$ cat src/power_master_unit_pkg.sv
// Purpose: Shared constants and types for the power state master control block.
// Assumes: 8-bit register port, 200 MHz REF_CLK.
// Notes:   Offsets are the register addresses of the power master unit.
package power_master_unit_pkg;

  localparam logic [7:0] OFS_P1_EVENTS   = 8'h46;
  localparam logic [7:0] OFS_P2_EVENTS   = 8'h47;
  localparam logic [7:0] OFS_P3_EVENTS   = 8'h48;
  localparam logic [7:0] OFS_SEQ_STATE   = 8'h49;
  localparam logic [7:0] OFS_BUS_CFG     = 8'h4a;
  localparam logic [7:0] OFS_WORD_HIGH   = 8'h4b;
  localparam logic [7:0] OFS_WORD_LOW    = 8'h4c;
  localparam logic [7:0] OFS_DEBOUNCE    = 8'h51;
  localparam logic [7:0] OFS_W2P_POINTER = 8'h52;
  localparam logic [7:0] OFS_P2A_POINTER = 8'h53;
  localparam logic [7:0] OFS_HW_STATUS   = 8'h45;

  // Event register fields
  localparam int BIT_OFF_TRIG     = 0;
  localparam int BIT_SLEEP_TRIG   = 1;
  localparam int BIT_ACTIVE_TRIG  = 2;
  localparam int BIT_LEVEL_SLEEP  = 3;
  localparam int BIT_WARM_ENABLE  = 4;
  localparam int BIT_SYSLINE_RST  = 5;
  localparam int BIT_LONG_PRESS   = 6;
  // Hardware status fields
  localparam int BIT_BUTTON       = 0;
  localparam int BIT_USB          = 2;
  localparam int BIT_SOFT_RESET   = 3;
  localparam int BIT_WAKE1        = 4;
  localparam int BIT_WAKE3        = 6;
  localparam int BIT_VBUS         = 7;
  // State and bus config fields
  localparam int BIT_IDLE         = 6;
  localparam int BIT_PENDING      = 0;
  localparam int BIT_HOST_SHARE   = 1;
  localparam int POS_SHARE_SEL    = 2;

  localparam logic       RST_LONG_PRESS = 1'b1;
  localparam logic [7:0] RST_WORD_BYTE  = 8'hff;
  localparam logic [2:0] RST_DEB_CODE   = 3'h2;
  localparam logic [5:0] RST_W2P_PTR    = 6'h00;
  localparam logic [5:0] RST_P2A_PTR    = 6'h04;

  localparam int CLK_MHZ        = 200;
  localparam int LONG_PRESS_S   = 8;
  localparam int BTN_DEB_US     = 30000;
  localparam longint LONG_PRESS_CYC = longint'(LONG_PRESS_S) * 64'd1000000 * CLK_MHZ;
  localparam int BTN_DEB_CYC    = BTN_DEB_US * CLK_MHZ;
  localparam int DEB_MS_TABLE [8] = '{0, 14, 28, 42, 70, 93, 140, 233};
  localparam int CYC_PER_MS     = CLK_MHZ * 1000;

  typedef enum logic [1:0] {ST_WAITON, ST_ACTIVE, ST_SLEEP, ST_OTHER} seq_code_t;

  typedef struct packed {
    logic go_active;
    logic go_sleep;
    logic go_off;
  } trig_t;

  typedef struct packed {
    logic [1:0] share_sel;
    logic       host_share;
  } bus_cfg_t;

  function automatic logic [31:0] deb_cycles(input logic [2:0] code, input int per_ms);
    deb_cycles = 32'(DEB_MS_TABLE[code] * per_ms);
  endfunction : deb_cycles

endpackage : power_master_unit_pkg

$ cat src/pin_filter.sv
// Purpose: Three-stage synchroniser plus hold-time filter for one pin.
// Assumes: Pin is asynchronous to clk.
// Notes:   A hold of zero passes the synchronised level at once.
module pin_filter
  import power_master_unit_pkg::*;
#(
  parameter logic INIT = 1'b0
) (
  input  wire logic        clk,
  input  wire logic        rst,
  input  wire logic        pin,
  input  wire logic [31:0] hold,
  output logic             level
);
  logic        s1_q, s2_q, s3_q;
  logic [31:0] cnt_q;

  always_ff @(posedge clk) begin
    if (rst) begin
      s1_q <= INIT;
      s2_q <= INIT;
      s3_q <= INIT;
    end else begin
      s1_q <= pin;
      s2_q <= s1_q;
      s3_q <= s2_q;
    end
  end

  // Level changes once stages two and three agree for the hold time
  always_ff @(posedge clk) begin
    if (rst) begin
      cnt_q <= 32'h0;
      level <= INIT;
    end else if (s2_q != s3_q || s3_q == level) begin
      cnt_q <= 32'h0;
    end else if (cnt_q >= hold) begin
      cnt_q <= 32'h0;
      level <= s3_q;
    end else begin
      cnt_q <= cnt_q + 32'h1;
    end
  end
endmodule : pin_filter

$ cat src/seq_tracker.sv
// Purpose: State tracker for one processor's power sequencer.
// Assumes: Transition length is a fixed count standing in for the step memory.
// Notes:   Reports WaitOn/Active/Sleep/other and a busy flag.
module seq_tracker
  import power_master_unit_pkg::*;
#(
  parameter int STEPS = 16
) (
  input  wire logic  clk,
  input  wire logic  rst,
  input  trig_t      trig,
  input  wire logic  level_mode,
  input  wire logic  sleep_line,
  output seq_code_t  code,
  output logic       busy
);
  typedef enum logic [2:0] {WAITON, ACTIVE, SLEEP, TO_ACTIVE, TO_SLEEP, TO_OFF} st_t;
  st_t         st_q;
  logic [15:0] cnt_q;
  logic        line_q;
  logic        rise, fall;

  assign rise = sleep_line & ~line_q;
  assign fall = ~sleep_line & line_q;

  always_ff @(posedge clk) begin
    if (rst) line_q <= 1'b0;
    else     line_q <= sleep_line;
  end

  always_ff @(posedge clk) begin
    if (rst) begin
      st_q  <= WAITON;
      cnt_q <= 16'h0;
    end else begin
      case (st_q)
        WAITON: if (trig.go_active) st_q <= TO_ACTIVE;
        ACTIVE: begin
          if (trig.go_off) st_q <= TO_OFF;
          else if (trig.go_sleep || (level_mode && fall)) st_q <= TO_SLEEP;
        end
        SLEEP: begin
          if (trig.go_off) st_q <= TO_OFF;
          else if (trig.go_active || rise) st_q <= TO_ACTIVE;
        end
        TO_ACTIVE, TO_SLEEP, TO_OFF: begin
          if (cnt_q == 16'(STEPS - 1)) begin
            cnt_q <= 16'h0;
            st_q  <= (st_q == TO_ACTIVE) ? ACTIVE : (st_q == TO_SLEEP) ? SLEEP : WAITON;
          end else begin
            cnt_q <= cnt_q + 16'h1;
          end
        end
        default: st_q <= WAITON;
      endcase
    end
  end

  always_comb begin
    busy = 1'b0;
    case (st_q)
      WAITON:  code = ST_WAITON;
      ACTIVE:  code = ST_ACTIVE;
      SLEEP:   code = ST_SLEEP;
      default: begin
        code = ST_OTHER;
        busy = 1'b1;
      end
    endcase
  end
endmodule : seq_tracker

$ cat src/power_master_unit_ctrl.sv
// Purpose: Power state master control: status, software events, bus arbitration.
// Assumes: Byte register port with one-cycle write/read strobes, clocked by REF_CLK.
// Notes:   Read data is registered and appears one cycle after the read strobe.
// Summary of operation
// Status shows live vbus, usb, wake levels; vbus there is the debounced level set by the debounce code
// Status bit 3 set while warm pin low
// Status bit 0 is debounced button level
// Bit 2 write starts activate, self clears
// Bit 1 write starts sleep, self clears
// Bit 0 write starts off, self clears
// Long button press restarts when option set
// Restart options shared across three event registers
// Bit 5 enables reset on system line low
// Bit 4 enables warm reset for all
// Level bit clear: only rising edge wakes
// Level bit set: line level selects state
// Third sleep line is clock request input
// Idle flag set when no sequencer transitions
// Two-bit state code per sequencer
// Share select arbitrates power bus slots
// Host share bit grants slots to host
// Pending flag while queued word unsent
// Low byte write queues word, bytes reset ones
// Debounce code selects vbus/id debounce time
// Key lock gates debounce and pointer writes
// Six-bit start pointers, first resets zero
// Locked bits stay readable, writes ignored
// Word sent high byte first in msb
module power_master_unit_ctrl
  import power_master_unit_pkg::*;
#(
  parameter longint LONG_PRESS_CYCLES = LONG_PRESS_CYC,
  parameter int     BUTTON_DEB_CYCLES = BTN_DEB_CYC,
  parameter int     DEB_PER_MS        = CYC_PER_MS,
  parameter int     SEQ_STEPS         = 16
) (
  input  wire logic        REF_CLK,
  input  wire logic        RESET,
  input  wire logic [7:0]  REG_ADDR,
  input  wire logic [7:0]  REG_WDATA,
  input  wire logic        REG_WR,
  input  wire logic        REG_RD,
  output logic [7:0]       REG_RDATA,
  input  wire logic        CFG_KEY_OPEN,
  input  wire logic        VBUS_PIN,
  input  wire logic        ID_PIN,
  input  wire logic        USB_PIN,
  input  wire logic        FIRST_SLEEP_REQUEST,
  input  wire logic        CLOCK_REQUEST_INPUT,
  input  wire logic        WARM_RESET_N,
  input  wire logic        POWER_BUTTON_N,
  input  wire logic        SYSTEM_ENABLE_LINE,
  output logic             DEVICE_RESTART,
  output logic             WARM_RESET_ENABLE,
  output logic             VBUS_DEBOUNCED,
  output logic             ID_DEBOUNCED,
  output logic [15:0]      BUS_WORD,
  output logic             BUS_WORD_VALID,
  input  wire logic        BUS_WORD_TAKEN,
  output logic [1:0]       BUS_GRANT,
  output logic [5:0]       W2P_POINTER,
  output logic [5:0]       P2A_POINTER
);
  // Grant codes: sequencer 1..3, 0 = host
  localparam logic [1:0] GRANT_HOST = 2'h0;

  logic        long_press_q, sysline_rst_q, warm_en_q;
  logic [2:0]  level_q;
  bus_cfg_t    bus_cfg_q;
  logic [7:0]  word_hi_q, word_lo_q;
  logic        pending_q;
  logic [2:0]  deb_code_q;
  logic [5:0]  w2p_q, p2a_q;
  trig_t       trig [3];
  seq_code_t   code [3];
  logic [2:0]  busy;
  logic        vbus_lvl, id_lvl, usb_lvl, wake1_lvl, wake3_lvl, warm_n_lvl;
  logic        button_lvl, system_enable_line_lvl;
  logic [31:0] deb_hold;
  logic [35:0] press_q;
  logic        system_enable_line_prev_q;
  logic [7:0]  hw_status, ev_read, state_read, cfg_read;
  logic [3:0]  slot_q;
  logic        wr_ev;

  assign deb_hold = deb_cycles(deb_code_q, DEB_PER_MS);
  assign wr_ev = REG_WR && (REG_ADDR == OFS_P1_EVENTS || REG_ADDR == OFS_P2_EVENTS
                 || REG_ADDR == OFS_P3_EVENTS);

  pin_filter u_vbus  (.clk(REF_CLK), .rst(RESET), .pin(VBUS_PIN), .hold(deb_hold),
                      .level(vbus_lvl));
  pin_filter u_id    (.clk(REF_CLK), .rst(RESET), .pin(ID_PIN), .hold(deb_hold),
                      .level(id_lvl));
  pin_filter u_usb   (.clk(REF_CLK), .rst(RESET), .pin(USB_PIN), .hold(32'h0),
                      .level(usb_lvl));
  pin_filter u_wake1 (.clk(REF_CLK), .rst(RESET), .pin(FIRST_SLEEP_REQUEST), .hold(32'h0),
                      .level(wake1_lvl));
  pin_filter u_wake3 (.clk(REF_CLK), .rst(RESET), .pin(CLOCK_REQUEST_INPUT), .hold(32'h0),
                      .level(wake3_lvl));
  pin_filter #(.INIT(1'b1)) u_warm (.clk(REF_CLK), .rst(RESET), .pin(WARM_RESET_N),
                      .hold(32'h0), .level(warm_n_lvl));
  pin_filter u_btn   (.clk(REF_CLK), .rst(RESET), .pin(~POWER_BUTTON_N),
                      .hold(32'(BUTTON_DEB_CYCLES)), .level(button_lvl));
  pin_filter #(.INIT(1'b1)) u_system_enable_line (.clk(REF_CLK), .rst(RESET), .pin(SYSTEM_ENABLE_LINE),
                      .hold(32'h0), .level(system_enable_line_lvl));

  // Shared option bits: any of the three event registers updates them
  always_ff @(posedge REF_CLK) begin
    if (RESET || DEVICE_RESTART) begin
      long_press_q  <= RST_LONG_PRESS;
      sysline_rst_q <= 1'b0;
      warm_en_q     <= 1'b0;
    end else if (wr_ev) begin
      long_press_q  <= REG_WDATA[BIT_LONG_PRESS];
      sysline_rst_q <= REG_WDATA[BIT_SYSLINE_RST];
      warm_en_q     <= REG_WDATA[BIT_WARM_ENABLE];
    end
  end

  // Level wake-up is per processor; the second has no sleep line
  always_ff @(posedge REF_CLK) begin
    if (RESET || DEVICE_RESTART) begin
      level_q <= 3'h0;
    end else if (REG_WR) begin
      if (REG_ADDR == OFS_P1_EVENTS) level_q[0] <= REG_WDATA[BIT_LEVEL_SLEEP];
      if (REG_ADDR == OFS_P2_EVENTS) level_q[1] <= REG_WDATA[BIT_LEVEL_SLEEP];
      if (REG_ADDR == OFS_P3_EVENTS) level_q[2] <= REG_WDATA[BIT_LEVEL_SLEEP];
    end
  end

  // Triggers are single-cycle pulses, never stored, so they read back zero
  generate
    for (genvar p = 0; p < 3; p++) begin : g_seq
      logic hit;
      logic line;
      assign hit  = REG_WR && (REG_ADDR == 8'(OFS_P1_EVENTS + 8'(p)));
      assign trig[p].go_active = hit & REG_WDATA[BIT_ACTIVE_TRIG];
      assign trig[p].go_sleep  = hit & REG_WDATA[BIT_SLEEP_TRIG];
      assign trig[p].go_off    = hit & REG_WDATA[BIT_OFF_TRIG];
      assign line = (p == 0) ? wake1_lvl : (p == 2) ? wake3_lvl : 1'b0;
      seq_tracker #(.STEPS(SEQ_STEPS)) u_seq (
        .clk        (REF_CLK),
        .rst        (RESET || DEVICE_RESTART),
        .trig       (trig[p]),
        .level_mode (level_q[p]),
        .sleep_line (line),
        .code       (code[p]),
        .busy       (busy[p])
      );
    end
  endgenerate

  // Long press counter and system line reset
  always_ff @(posedge REF_CLK) begin
    if (RESET || DEVICE_RESTART) begin
      press_q      <= 36'h0;
      system_enable_line_prev_q <= 1'b1;
    end else begin
      system_enable_line_prev_q <= system_enable_line_lvl;
      if (!button_lvl)
        press_q <= 36'h0;
      else if (press_q < 36'(LONG_PRESS_CYCLES))
        press_q <= press_q + 36'h1;
    end
  end

  always_ff @(posedge REF_CLK) begin
    if (RESET || DEVICE_RESTART) begin
      DEVICE_RESTART <= 1'b0;
    end else begin
      DEVICE_RESTART <= (long_press_q && press_q == 36'(LONG_PRESS_CYCLES) - 36'h1)
                        || (sysline_rst_q && system_enable_line_prev_q && !system_enable_line_lvl);
    end
  end

  // Bus config and queued word
  always_ff @(posedge REF_CLK) begin
    if (RESET || DEVICE_RESTART) begin
      bus_cfg_q <= '0;
    end else if (REG_WR && REG_ADDR == OFS_BUS_CFG) begin
      bus_cfg_q.share_sel  <= REG_WDATA[POS_SHARE_SEL +: 2];
      bus_cfg_q.host_share <= REG_WDATA[BIT_HOST_SHARE];
    end
  end

  always_ff @(posedge REF_CLK) begin
    if (RESET || DEVICE_RESTART) begin
      word_hi_q <= RST_WORD_BYTE;
      word_lo_q <= RST_WORD_BYTE;
    end else if (REG_WR) begin
      if (REG_ADDR == OFS_WORD_HIGH) word_hi_q <= REG_WDATA;
      if (REG_ADDR == OFS_WORD_LOW)  word_lo_q <= REG_WDATA;
    end
  end

  // Word leaves only in a host slot; a new low write while pending wins
  always_ff @(posedge REF_CLK) begin
    if (RESET || DEVICE_RESTART) begin
      pending_q <= 1'b0;
      BUS_WORD  <= {RST_WORD_BYTE, RST_WORD_BYTE};
    end else if (REG_WR && REG_ADDR == OFS_WORD_LOW) begin
      pending_q <= 1'b1;
      BUS_WORD  <= {word_hi_q, REG_WDATA};
    end else if (BUS_WORD_VALID && BUS_WORD_TAKEN) begin
      pending_q <= 1'b0;
    end
  end

  // Sixteen-slot round: share select owns the even slots, or the three rotate in turn
  always_ff @(posedge REF_CLK) begin
    if (RESET || DEVICE_RESTART) slot_q <= 4'h0;
    else                         slot_q <= slot_q + 4'h1;
  end

  always_ff @(posedge REF_CLK) begin
    if (RESET || DEVICE_RESTART) begin
      BUS_GRANT      <= 2'h1;
      BUS_WORD_VALID <= 1'b0;
    end else begin
      BUS_GRANT      <= grant_of(slot_q, bus_cfg_q);
      BUS_WORD_VALID <= pending_q && grant_of(slot_q, bus_cfg_q) == GRANT_HOST
                        && !(BUS_WORD_VALID && BUS_WORD_TAKEN);
    end
  end

  function automatic logic [1:0] grant_of(input logic [3:0] s, input bus_cfg_t c);
    logic [1:0] other;
    other = 2'h0;
    if (c.share_sel == 2'h0) begin
      if (c.host_share) grant_of = (s[1:0] == 2'h3) ? GRANT_HOST : 2'(s[1:0] + 2'h1);
      else              grant_of = 2'(s % 4'h3) + 2'h1;
    end else if (s[0] == 1'b0) begin
      grant_of = c.share_sel;
    end else begin
      // Odd slots alternate the two others; host share takes half of the second one's slots
      other = (s[1] == 1'b0) ? ((c.share_sel == 2'h1) ? 2'h2 : 2'h1)
                             : ((c.share_sel == 2'h3) ? 2'h2 : 2'h3);
      grant_of = (c.host_share && s[2:1] == 2'h3) ? GRANT_HOST
               : other;
    end
  endfunction : grant_of

  // Key-protected configuration
  always_ff @(posedge REF_CLK) begin
    if (RESET || DEVICE_RESTART) begin
      deb_code_q <= RST_DEB_CODE;
      w2p_q      <= RST_W2P_PTR;
      p2a_q      <= RST_P2A_PTR;
    end else if (REG_WR && CFG_KEY_OPEN) begin
      if (REG_ADDR == OFS_DEBOUNCE)    deb_code_q <= REG_WDATA[2:0];
      if (REG_ADDR == OFS_W2P_POINTER) w2p_q      <= REG_WDATA[5:0];
      if (REG_ADDR == OFS_P2A_POINTER) p2a_q      <= REG_WDATA[5:0];
    end
  end

  always_comb begin
    hw_status = 8'h0;
    hw_status[BIT_VBUS]       = vbus_lvl;
    hw_status[BIT_WAKE3]      = wake3_lvl;
    hw_status[BIT_WAKE1]      = wake1_lvl;
    hw_status[BIT_USB]        = usb_lvl;
    hw_status[BIT_SOFT_RESET] = ~warm_n_lvl;
    hw_status[BIT_BUTTON]     = button_lvl;
    ev_read = 8'h0;
    ev_read[BIT_LONG_PRESS]  = long_press_q;
    ev_read[BIT_SYSLINE_RST] = sysline_rst_q;
    ev_read[BIT_WARM_ENABLE] = warm_en_q;
    state_read = {1'b0, ~|busy, code[2], code[1], code[0]};
    cfg_read   = {4'h0, bus_cfg_q.share_sel, bus_cfg_q.host_share, pending_q};
  end

  always_ff @(posedge REF_CLK) begin
    if (RESET) begin
      REG_RDATA <= 8'h0;
    end else if (REG_RD) begin
      case (REG_ADDR)
        OFS_HW_STATUS:   REG_RDATA <= hw_status;
        OFS_P1_EVENTS:   REG_RDATA <= ev_read | {4'h0, level_q[0], 3'h0};
        OFS_P2_EVENTS:   REG_RDATA <= ev_read | {4'h0, level_q[1], 3'h0};
        OFS_P3_EVENTS:   REG_RDATA <= ev_read | {4'h0, level_q[2], 3'h0};
        OFS_SEQ_STATE:   REG_RDATA <= state_read;
        OFS_BUS_CFG:     REG_RDATA <= cfg_read;
        OFS_WORD_HIGH:   REG_RDATA <= word_hi_q;
        OFS_WORD_LOW:    REG_RDATA <= word_lo_q;
        OFS_DEBOUNCE:    REG_RDATA <= {5'h0, deb_code_q};
        OFS_W2P_POINTER: REG_RDATA <= {2'h0, w2p_q};
        OFS_P2A_POINTER: REG_RDATA <= {2'h0, p2a_q};
        default:         REG_RDATA <= 8'h0;
      endcase
    end
  end

  always_ff @(posedge REF_CLK) begin
    if (RESET) begin
      WARM_RESET_ENABLE <= 1'b0;
      VBUS_DEBOUNCED    <= 1'b0;
      ID_DEBOUNCED      <= 1'b0;
      W2P_POINTER       <= RST_W2P_PTR;
      P2A_POINTER       <= RST_P2A_PTR;
    end else begin
      WARM_RESET_ENABLE <= warm_en_q;
      VBUS_DEBOUNCED    <= vbus_lvl;
      ID_DEBOUNCED      <= id_lvl;
      W2P_POINTER       <= w2p_q;
      P2A_POINTER       <= p2a_q;
    end
  end

  property p_trig_self_clear;
    @(posedge REF_CLK) disable iff (RESET)
      (REG_RD && REG_ADDR == OFS_P1_EVENTS) |=> (REG_RDATA[2:0] == 3'h0);
  endproperty
  trig_clear_a: assert property (p_trig_self_clear) else $error("trigger bits read nonzero");
  sleep_start_a: assert property (@(posedge REF_CLK) disable iff (RESET)
    (trig[0].go_sleep && code[0] == ST_ACTIVE && !trig[0].go_off) |=> busy[0])
    else $error("sleep trigger ignored");
  off_start_a: assert property (@(posedge REF_CLK) disable iff (RESET)
    (trig[0].go_off && code[0] == ST_SLEEP) |=> busy[0])
    else $error("off trigger ignored");
  shared_opt_a: assert property (@(posedge REF_CLK) disable iff (RESET || DEVICE_RESTART)
    (REG_WR && REG_ADDR == OFS_P3_EVENTS) |=> long_press_q == $past(REG_WDATA[6]))
    else $error("shared option not updated");
  key_lock_a: assert property (@(posedge REF_CLK) disable iff (RESET || DEVICE_RESTART)
    (REG_WR && !CFG_KEY_OPEN) |=> $stable(deb_code_q) && $stable(w2p_q))
    else $error("locked register changed");
  pending_set_a: assert property (@(posedge REF_CLK) disable iff (RESET || DEVICE_RESTART)
    (REG_WR && REG_ADDR == OFS_WORD_LOW) |=> pending_q && BUS_WORD[7:0] == $past(REG_WDATA))
    else $error("word not queued");
  word_order_a: assert property (@(posedge REF_CLK) disable iff (RESET || DEVICE_RESTART)
    (REG_WR && REG_ADDR == OFS_WORD_LOW) |=> BUS_WORD[15:8] == $past(word_hi_q))
    else $error("high byte misplaced");
  host_share_a: assert property (@(posedge REF_CLK) disable iff (RESET)
    !bus_cfg_q.host_share |=> ##1 BUS_GRANT != GRANT_HOST || $past(bus_cfg_q.host_share))
    else $error("host granted without share");
  idle_flag_a: assert property (@(posedge REF_CLK) disable iff (RESET)
    (REG_RD && REG_ADDR == OFS_SEQ_STATE) |=> REG_RDATA[6] == ~|$past(busy))
    else $error("idle flag wrong");

  word_sent_c: cover property (@(posedge REF_CLK) BUS_WORD_VALID && BUS_WORD_TAKEN);
  restart_c:   cover property (@(posedge REF_CLK) DEVICE_RESTART);
  active_c:    cover property (@(posedge REF_CLK) code[0] == ST_ACTIVE);
endmodule : power_master_unit_ctrl

$ cat config.mk
export PLATFORM = sky130hd
export DESIGN_NAME = power_master_unit_ctrl
export DESIGN_NICKNAME = d
export VERILOG_FILES = /design/src/power_master_unit_pkg.sv /design/src/pin_filter.sv /design/src/seq_tracker.sv /design/src/power_master_unit_ctrl.sv
export SDC_FILE = /design/constraint.sdc
export NUM_CORES = 1
export LEC_CHECK = 0
export BUFFER_PORTS_ARGS = -buffer_cell sky130_fd_sc_hd__buf_4
export CAP_MARGIN = 0
export CORE_ASPECT_RATIO = 2
export CORE_UTILIZATION = 50
export DETAILED_ROUTE_END_ITERATION = 16
export GPL_TIMING_DRIVEN = 1
export PLACE_DENSITY = 0.64
export SETUP_SLACK_MARGIN = 0.5
export SLEW_MARGIN = 20
export SYNTH_ARGS = -nofsm -noshare
export SYNTH_HDL_FRONTEND = slang
export SYNTH_SLANG_ARGS = --single-unit
$ cat constraint.sdc
create_clock -name REF_CLK -period 8.3 [get_ports REF_CLK]
set_input_delay 0 -clock REF_CLK [delete_from_list [all_inputs] [get_ports REF_CLK]]
set_output_delay 0 -clock REF_CLK [all_outputs]
set_load 0.02 [all_outputs]
==> qor.txt, run 1 <==
peak fanout along the critical path = 14
chip width = 126.9 um
CTS Buf Count = 28
worst hold margin = 0.05579 ns
Worst Hold Class = input port to register
Least-Margin Pin Slew = 1.049 ns
grt ovf = 0
Post-Syn Area per Cell = 8.424 um^2
Antenna Nets Post-Route = 0
most common cell in the synthesized netlist = dfxtp_1
vias per cell = 5.626
Cell variety after synth = 74
final-report max-slew violation count = 0
Die ar. = 31940 um^2
fin crit period = 7.380 ns
Primary FF master, synth = dfxtp_1
WL final = 39.07 mm
Tot GR Track Use = 24.42%
HPWL after detailed placement = 29.03 mm
detailed-route via count = 13130
layout cells sized above 1 = 7.904%
Max Fclk = 0.1355 GHz
FP Rows = 91
Design Power = 3.072 mW
crit share post-route = 88.91%
cell mode on critical path = ha_1
Reg area = 6086 um^2
Leak = 7.159 nW
setup TNS = 0 ns
core footprint = 30740 um^2
Final Skew = 0.007483 ns
Seq/Total Area, Yosys = 39.03%
Cell Area, Placed = 16450 um^2
Post-Synthesis Cell Area = 15590 um^2
fin cells = 2333
Hold Vio Cnt, Final = 0
Slew headroom = 29.91%
critical path startpoint category = register
DRT Pass-1 Iters = 6
area grow syn2layout = 14.43%
CP Capture Type = register
H-tree depth = 1
postcts setup bufs = 0
Placed Cells = 2250
Max VDD drop = 0.1704 mV
max incr delay on CP = 0.64 ns
RSZ-0062 raised after global routing = yes
PwrDens = 172.1 nW/um^2
Critical Path RT = 8.80 ns
final instance area = 17840 um^2
MaxCap Viol Count = 0
post-synth top area cell = dfxtp_1
arrival time worst endpoint = 7.88 ns
Sink Count = 304
Yosys top cell area share = 39.03%
Max Root-Sink Buffers = 3
initial antenna violation count = 0
# DRC = 0
Crit Path Class = register to register
TritonCTS clock tree = built
Initial Utilization = 50.72%
final net count = 2106
critical path's slowest cell = a211oi_2
global-route wire length before repair = 62.68 mm
Synth area leaders = dfxtp_1, ha_1, nor2_1, nand2_1, xor2_1
vias in the first global route = 12860
num ports = 73
async set or reset register ratio after synthesis = 0%
fill count = 2812
Cells after Synth = 1851
status = complete, no violations
drt initial violations = 638
Chip Height = 251.8 um
Root Buffer Master = clkbuf_16
DR WL/cell = 16.75 um
Port Buffer Count = 72
Final setup viols = 0
area of the multi-input gates = 9064 um^2
most frequent cells after synthesis = dfxtp_1, nor2_1, nand2_1
post-synthesis register bit count = 304
Clock transition at path regs = 0.07 ns
antenna cells = 0
RePlAce Congestion = 0.8776
pin count of the biggest net entering global routing = 76
clk_lat worst skew = 0.57 ns
EDFF count, synth = 0
Synth warnings = 0
## state kept, by name, indices dropped and copies added (netlist names), 7 cells and up
name,flops
REG_RDATA,8
BUS_WORD,9
g_seq.u_seq.st_q,9
press_q,36
g_seq.u_seq.cnt_q,48
u_btn.cnt_q,32
u_id.cnt_q,32
u_vbus.cnt_q,32
word_lo_q,7
word_hi_q,8
## metrics by stage
step | util [%] | worst slack, ns
floorplan | - | 1.858
global placement | 53.50 | 1.156
detailed placement | 53.52 | 1.022
CTS | 57.93 | 0.9954
global route | 58.05 | 0.4758
finish | 58.05 | 0.9204
## kinds of logic after synthesis
group,synth area share [%]
XOR/XNOR,7.237
other,0.02405
AND/OR/NAND/NOR,25.58
AO/OA/AOI/OAI,10.80
adder cells (fa/ha/maj),11.35
multiplexers,2.399
buffers and inverters,3.587
flip-flops,39.03
## layer usage
metal | vias up | wire [um] | part of all wire (%) | global-route usage, %
li1 | 6564 | - | - | -
met1 | 6194 | 14520 | 37 | 25.04
met2 | 271 | 21360 | 55 | 47.90
met3 | 96 | 1252 | 3.2 | 2.248
met4 | 0 | 1931 | 4.9 | 12.76
met5 | - | 0 | 0 | 0
## cell usage in the layout (no fill, tap or decap), types with 14 or more instances in the layout
cell	n
a21oi_1	101
a31oi_1	17
and3_1	50
buf_4	79
clkbuf_16	28
conb_1	17
dfxtp_1	304
dlygate4sd3_1	31
ha_1	127
inv_1	74
mux2i_1	34
nand2_1	185
nand2b_1	14
nand3_1	95
nand4_1	37
nor2_1	276
nor2b_1	42
nor3_1	38
nor4_1	24
o21ai_0	65
xnor2_1	61
xor2_1	66
## cell type report
class	instances	share of cell area [%]
Inverter	75	1.578
Sequential cell	304	34.10
Clock buffer	37	4.340
Timing Repair Buffer	110	5.062
Clock inverter	14	1.515
Multi-Input combinational cell	1421	50.79
Tap cell	372	2.608
## critical path, delay by kind of cell, from the launching register on
kind | cells | cell delay, ns
adder cells (fa/ha/maj) | 8 | 2.79
AND/OR/NAND/NOR | 4 | 0.64
flip-flops | 1 | 0.54
AO/OA/AOI/OAI | 11 | 2.89
XOR/XNOR | 1 | 0.12
buffers and inverters | 3 | 0.31
## final timing paths
check                       startpoint                         to  slack [ns]  cells after the start
max                      deb_code_q[0]              u_id.cnt_q[9]        0.92                     27
min                        REG_ADDR[7]               REG_RDATA[6]        0.06                      6
max reg2reg              deb_code_q[0]              u_id.cnt_q[9]        0.92                     27
min reg2reg  u_system_enable_line.s1_q  u_system_enable_line.s2_q        0.43                      1
## report_power, final
group          leakage (nW)  total, mW  internal (mW)  switching [mW]
clock network         0.500       1.46          0.878           0.585
logic                  4.20      0.118         0.0513          0.0667
registers              2.46       1.49           1.48          0.0158
## repair_timing
item                                    CTS  global route
endpoints found under the setup margin    0            15
endpoints found under the hold margin    85             0
hold buffers                             31             0
resized for setup                         0             2
(Power assumes the default switching activity.)
==> run 2: changes to the inputs <==
- CELL_PAD_IN_SITES_DETAIL_PLACEMENT: not set -> 0
- CELL_PAD_IN_SITES_GLOBAL_PLACEMENT: not set -> 1
- CORE_UTILIZATION: 50 -> 47
- PLACE_DENSITY: 0.64 -> 0.77
==> run 2 against run 1 <==
Highest routed layer unchanged. Fmax rose by 2.2%. Power down 1.4%. Worst setup slack gained 0.16 ns. First-iteration DRC count fell by 17%. Sequential power is essentially flat. Critical path depth unchanged. Clock-buffer cell count shrank 1. Flip-flop and latch count unchanged. Worst hold slack got worse by 0.041 ns.
==> qor.txt, run 2 (synthesis gave the netlist of run 1 again) <==
Root Buffer Master = clkbuf_16
peak fanout along the critical path = 27 (+13)
CTS Buf Count = 29 (+3.6%)
vias per cell = 5.393 (-4.1%)
commonest non-fill, non-tap cell in the layout = dfxtp_1
Final setup viols = 0 (unchanged)
Clock transition at path regs = 0.06 ns (about the same)
Reg area = 6086 um^2 (unchanged)
Hold Path Cell Cnt = 6 (unchanged)
num ports = 73 (unchanged)
WL final = 39.00 mm (-0.17%)
global-route wire length before repair = 63.40 mm (+1.1%)
Final Skew = 0.01149 ns (+0.004005 ns)
Antenna Nets Post-Route = 0 (unchanged)
Placed Cells = 2312 (+2.8%)
FP Rows = 94 (+3.3%)
HPWL after detailed placement = 29.56 mm (+1.8%)
fin crit period = 7.219 ns (-0.1610 ns)
antenna cells = 0 (unchanged)
drt initial violations = 527 (-17%)
setup TNS = 0 ns (unchanged)
vias in the first global route = 12820 (-0.35%)
max reg flops = 48 (unchanged)
Port Buffer Count = 72 (unchanged)
Critical Path RT = 8.79 ns (about the same)
area of the multi-input gates = 9026 um^2 (-0.41%)
Sink Count = 304 (unchanged)
layout cells sized above 1 = 8.206% (+0.30 points)
CTS resizes = 0 (unchanged)
Slew headroom = 28.63% (-1.3 points)
fin cells = 2394 (+2.6%)
most frequent cells in the layout = dfxtp_1, nor2_1, nand2_1, ha_1, a21oi_1
Leak = 7.169 nW (+0.15%)
H-tree depth = 1 (unchanged)
RSZ-0062 raised after global routing = no
crit share post-route = 86.97% (-1.9 points)
Worst Hold Class = input port to register
RePlAce Congestion = 0.8811 (+0.40%)
Initial Utilization = 47.52% (-3.2 points)
Max VDD drop = 0.1823 mV (+7.0%)
status = complete, no violations
PwrDens = 169.7 nW/um^2 (-1.4%)
initial antenna violation count = 0 (unchanged)
Max Fclk = 0.1385 GHz (+2.2%)
grt ovf = 0 (unchanged)
Die ar. = 33960 um^2 (+6.3%)
final net count = 2105 (-0.047%)
pin count of the biggest net entering global routing = 70 (-7.9%)
TritonCTS clock tree = built
DRT Pass-1 Iters = 7 (+1)
DR WL/cell = 16.29 um (-2.7%)
Max Root-Sink Buffers = 3 (unchanged)
detailed-route via count = 12910 (-1.6%)
area grow syn2layout = 14.44% (about the same)
Tot GR Track Use = 23.67% (-0.75 points)
MaxCap Viol Count = 0 (unchanged)
Crit Path Class = register to register
Hold Vio Cnt, Final = 0 (unchanged)
core footprint = 32810 um^2 (+6.7%)
Least-Margin Pin Slew = 1.068 ns (+0.01920 ns)
critical path startpoint category = register
Top reg by flops = g_seq.u_seq.cnt_q
chip width = 130.8 um (+3.1%)
arrival time worst endpoint = 7.71 ns (-0.17 ns)
fill count = 3069 (+9.1%)
clk_lat worst skew = 0.58 ns (about the same)
Regs by FF count = g_seq.u_seq.cnt_q x48, press_q x36
Chip Height = 259.6 um (+3.1%)
R2R cell count = 27 (unchanged)
CP Capture Type = register
# DRC = 0 (unchanged)
final-report max-slew violation count = 0 (unchanged)
-- run 2: changes by cell type in the layout (fill, tap and decap cells not counted), sizes merged --
| cell | change |
|---|---|
| clkinvlp | -2 |
| bufinv | -3 |
| clkinv | +8 |
| dlygate4sd3 | -3 |
| inv | +1 |
| o2111ai | -1 |
| clkbuf | -1 |
| buf | +2 |
-- run 2: critical path, cell delays in order, from the launching register on --
cell	delay, ns
dfxtp_1	0.55
inv_1	0.21
ha_1	0.33
nand2_1	0.06
o21ai_0	0.22
ha_1	0.36
ha_1	0.24
fa_1	0.46
ha_1	0.28
inv_1	0.05
fa_1	0.52
inv_1	0.04
ha_1	0.36
and3_1	0.20
a41o_1	0.22
o31ai_1	0.25
a21oi_1	0.14
nor3_1	0.20
o21bai_1	0.11
a21oi_1	0.19
xnor2_1	0.12
ha_1	0.19
a21o_1	0.18
a31o_2	0.24
a21o_1	0.17
a211oi_1	0.52
o2111ai_4	0.49
nor2_1	0.22
-- run 2: power by group --
part | total (mW) | internal, mW | switching [mW] | leakage, nW
registers | 1.49 | 1.48 | 0.0161 | 2.46
logic | 0.118 | 0.0503 | 0.0672 | 4.19
clock network | 1.42 | 0.823 | 0.597 | 0.516
-- run 2: repair_timing --
action	CTS	global route
buffers inserted	0	0
hold endpoints to repair	88	0
hold buffers	28	0
-- run 2: stage by stage --
stage	setup WS, ns	hold slack [ns]	total power [mW]	cell area (um^2)	util [%]
floorplan	1.858	0.06669	1.589	15650	-
CTS	1.013	0.002738	3.066	17840	54.37
detailed placement	1.046	0.1595	1.632	16540	50.40
global placement	1.147	0.1568	1.630	16540	50.40
finish	1.081	0.01496	3.028	17850	54.38
global route	0.5391	0.05037	3.133	17850	54.38
-- run 2: routing by layer --
layer  share of wire, %  wire length [um]  GRT usage, %  up-vias
met5                  0                 0             0        -
met4                4.6              1776         11.37        0
met3                2.9              1113         2.674       82
met2                 54             21200         45.86      210
met1                 38             14910         24.37     6052
li1                   -                 -             -     6566
-- run 2: final timing paths --
check                     start        endpoint  slack (ns)
setup / recovery  deb_code_q[0]  u_id.cnt_q[22]        1.08
hold / removal      REG_ADDR[2]    REG_RDATA[7]        0.01
setup reg to reg  deb_code_q[0]  u_id.cnt_q[22]        1.08
hold reg to reg     u_warm.s1_q     u_warm.s2_q        0.43
-- run 2: cell type report --
type	instances	share of cell area (%)
Clock buffer	36	4.550
Clock inverter	18	1.185
Inverter	75	1.578
Multi-Input combinational cell	1420	50.58
Sequential cell	304	34.10
Tap cell	432	3.029
Timing Repair Buffer	109	4.978
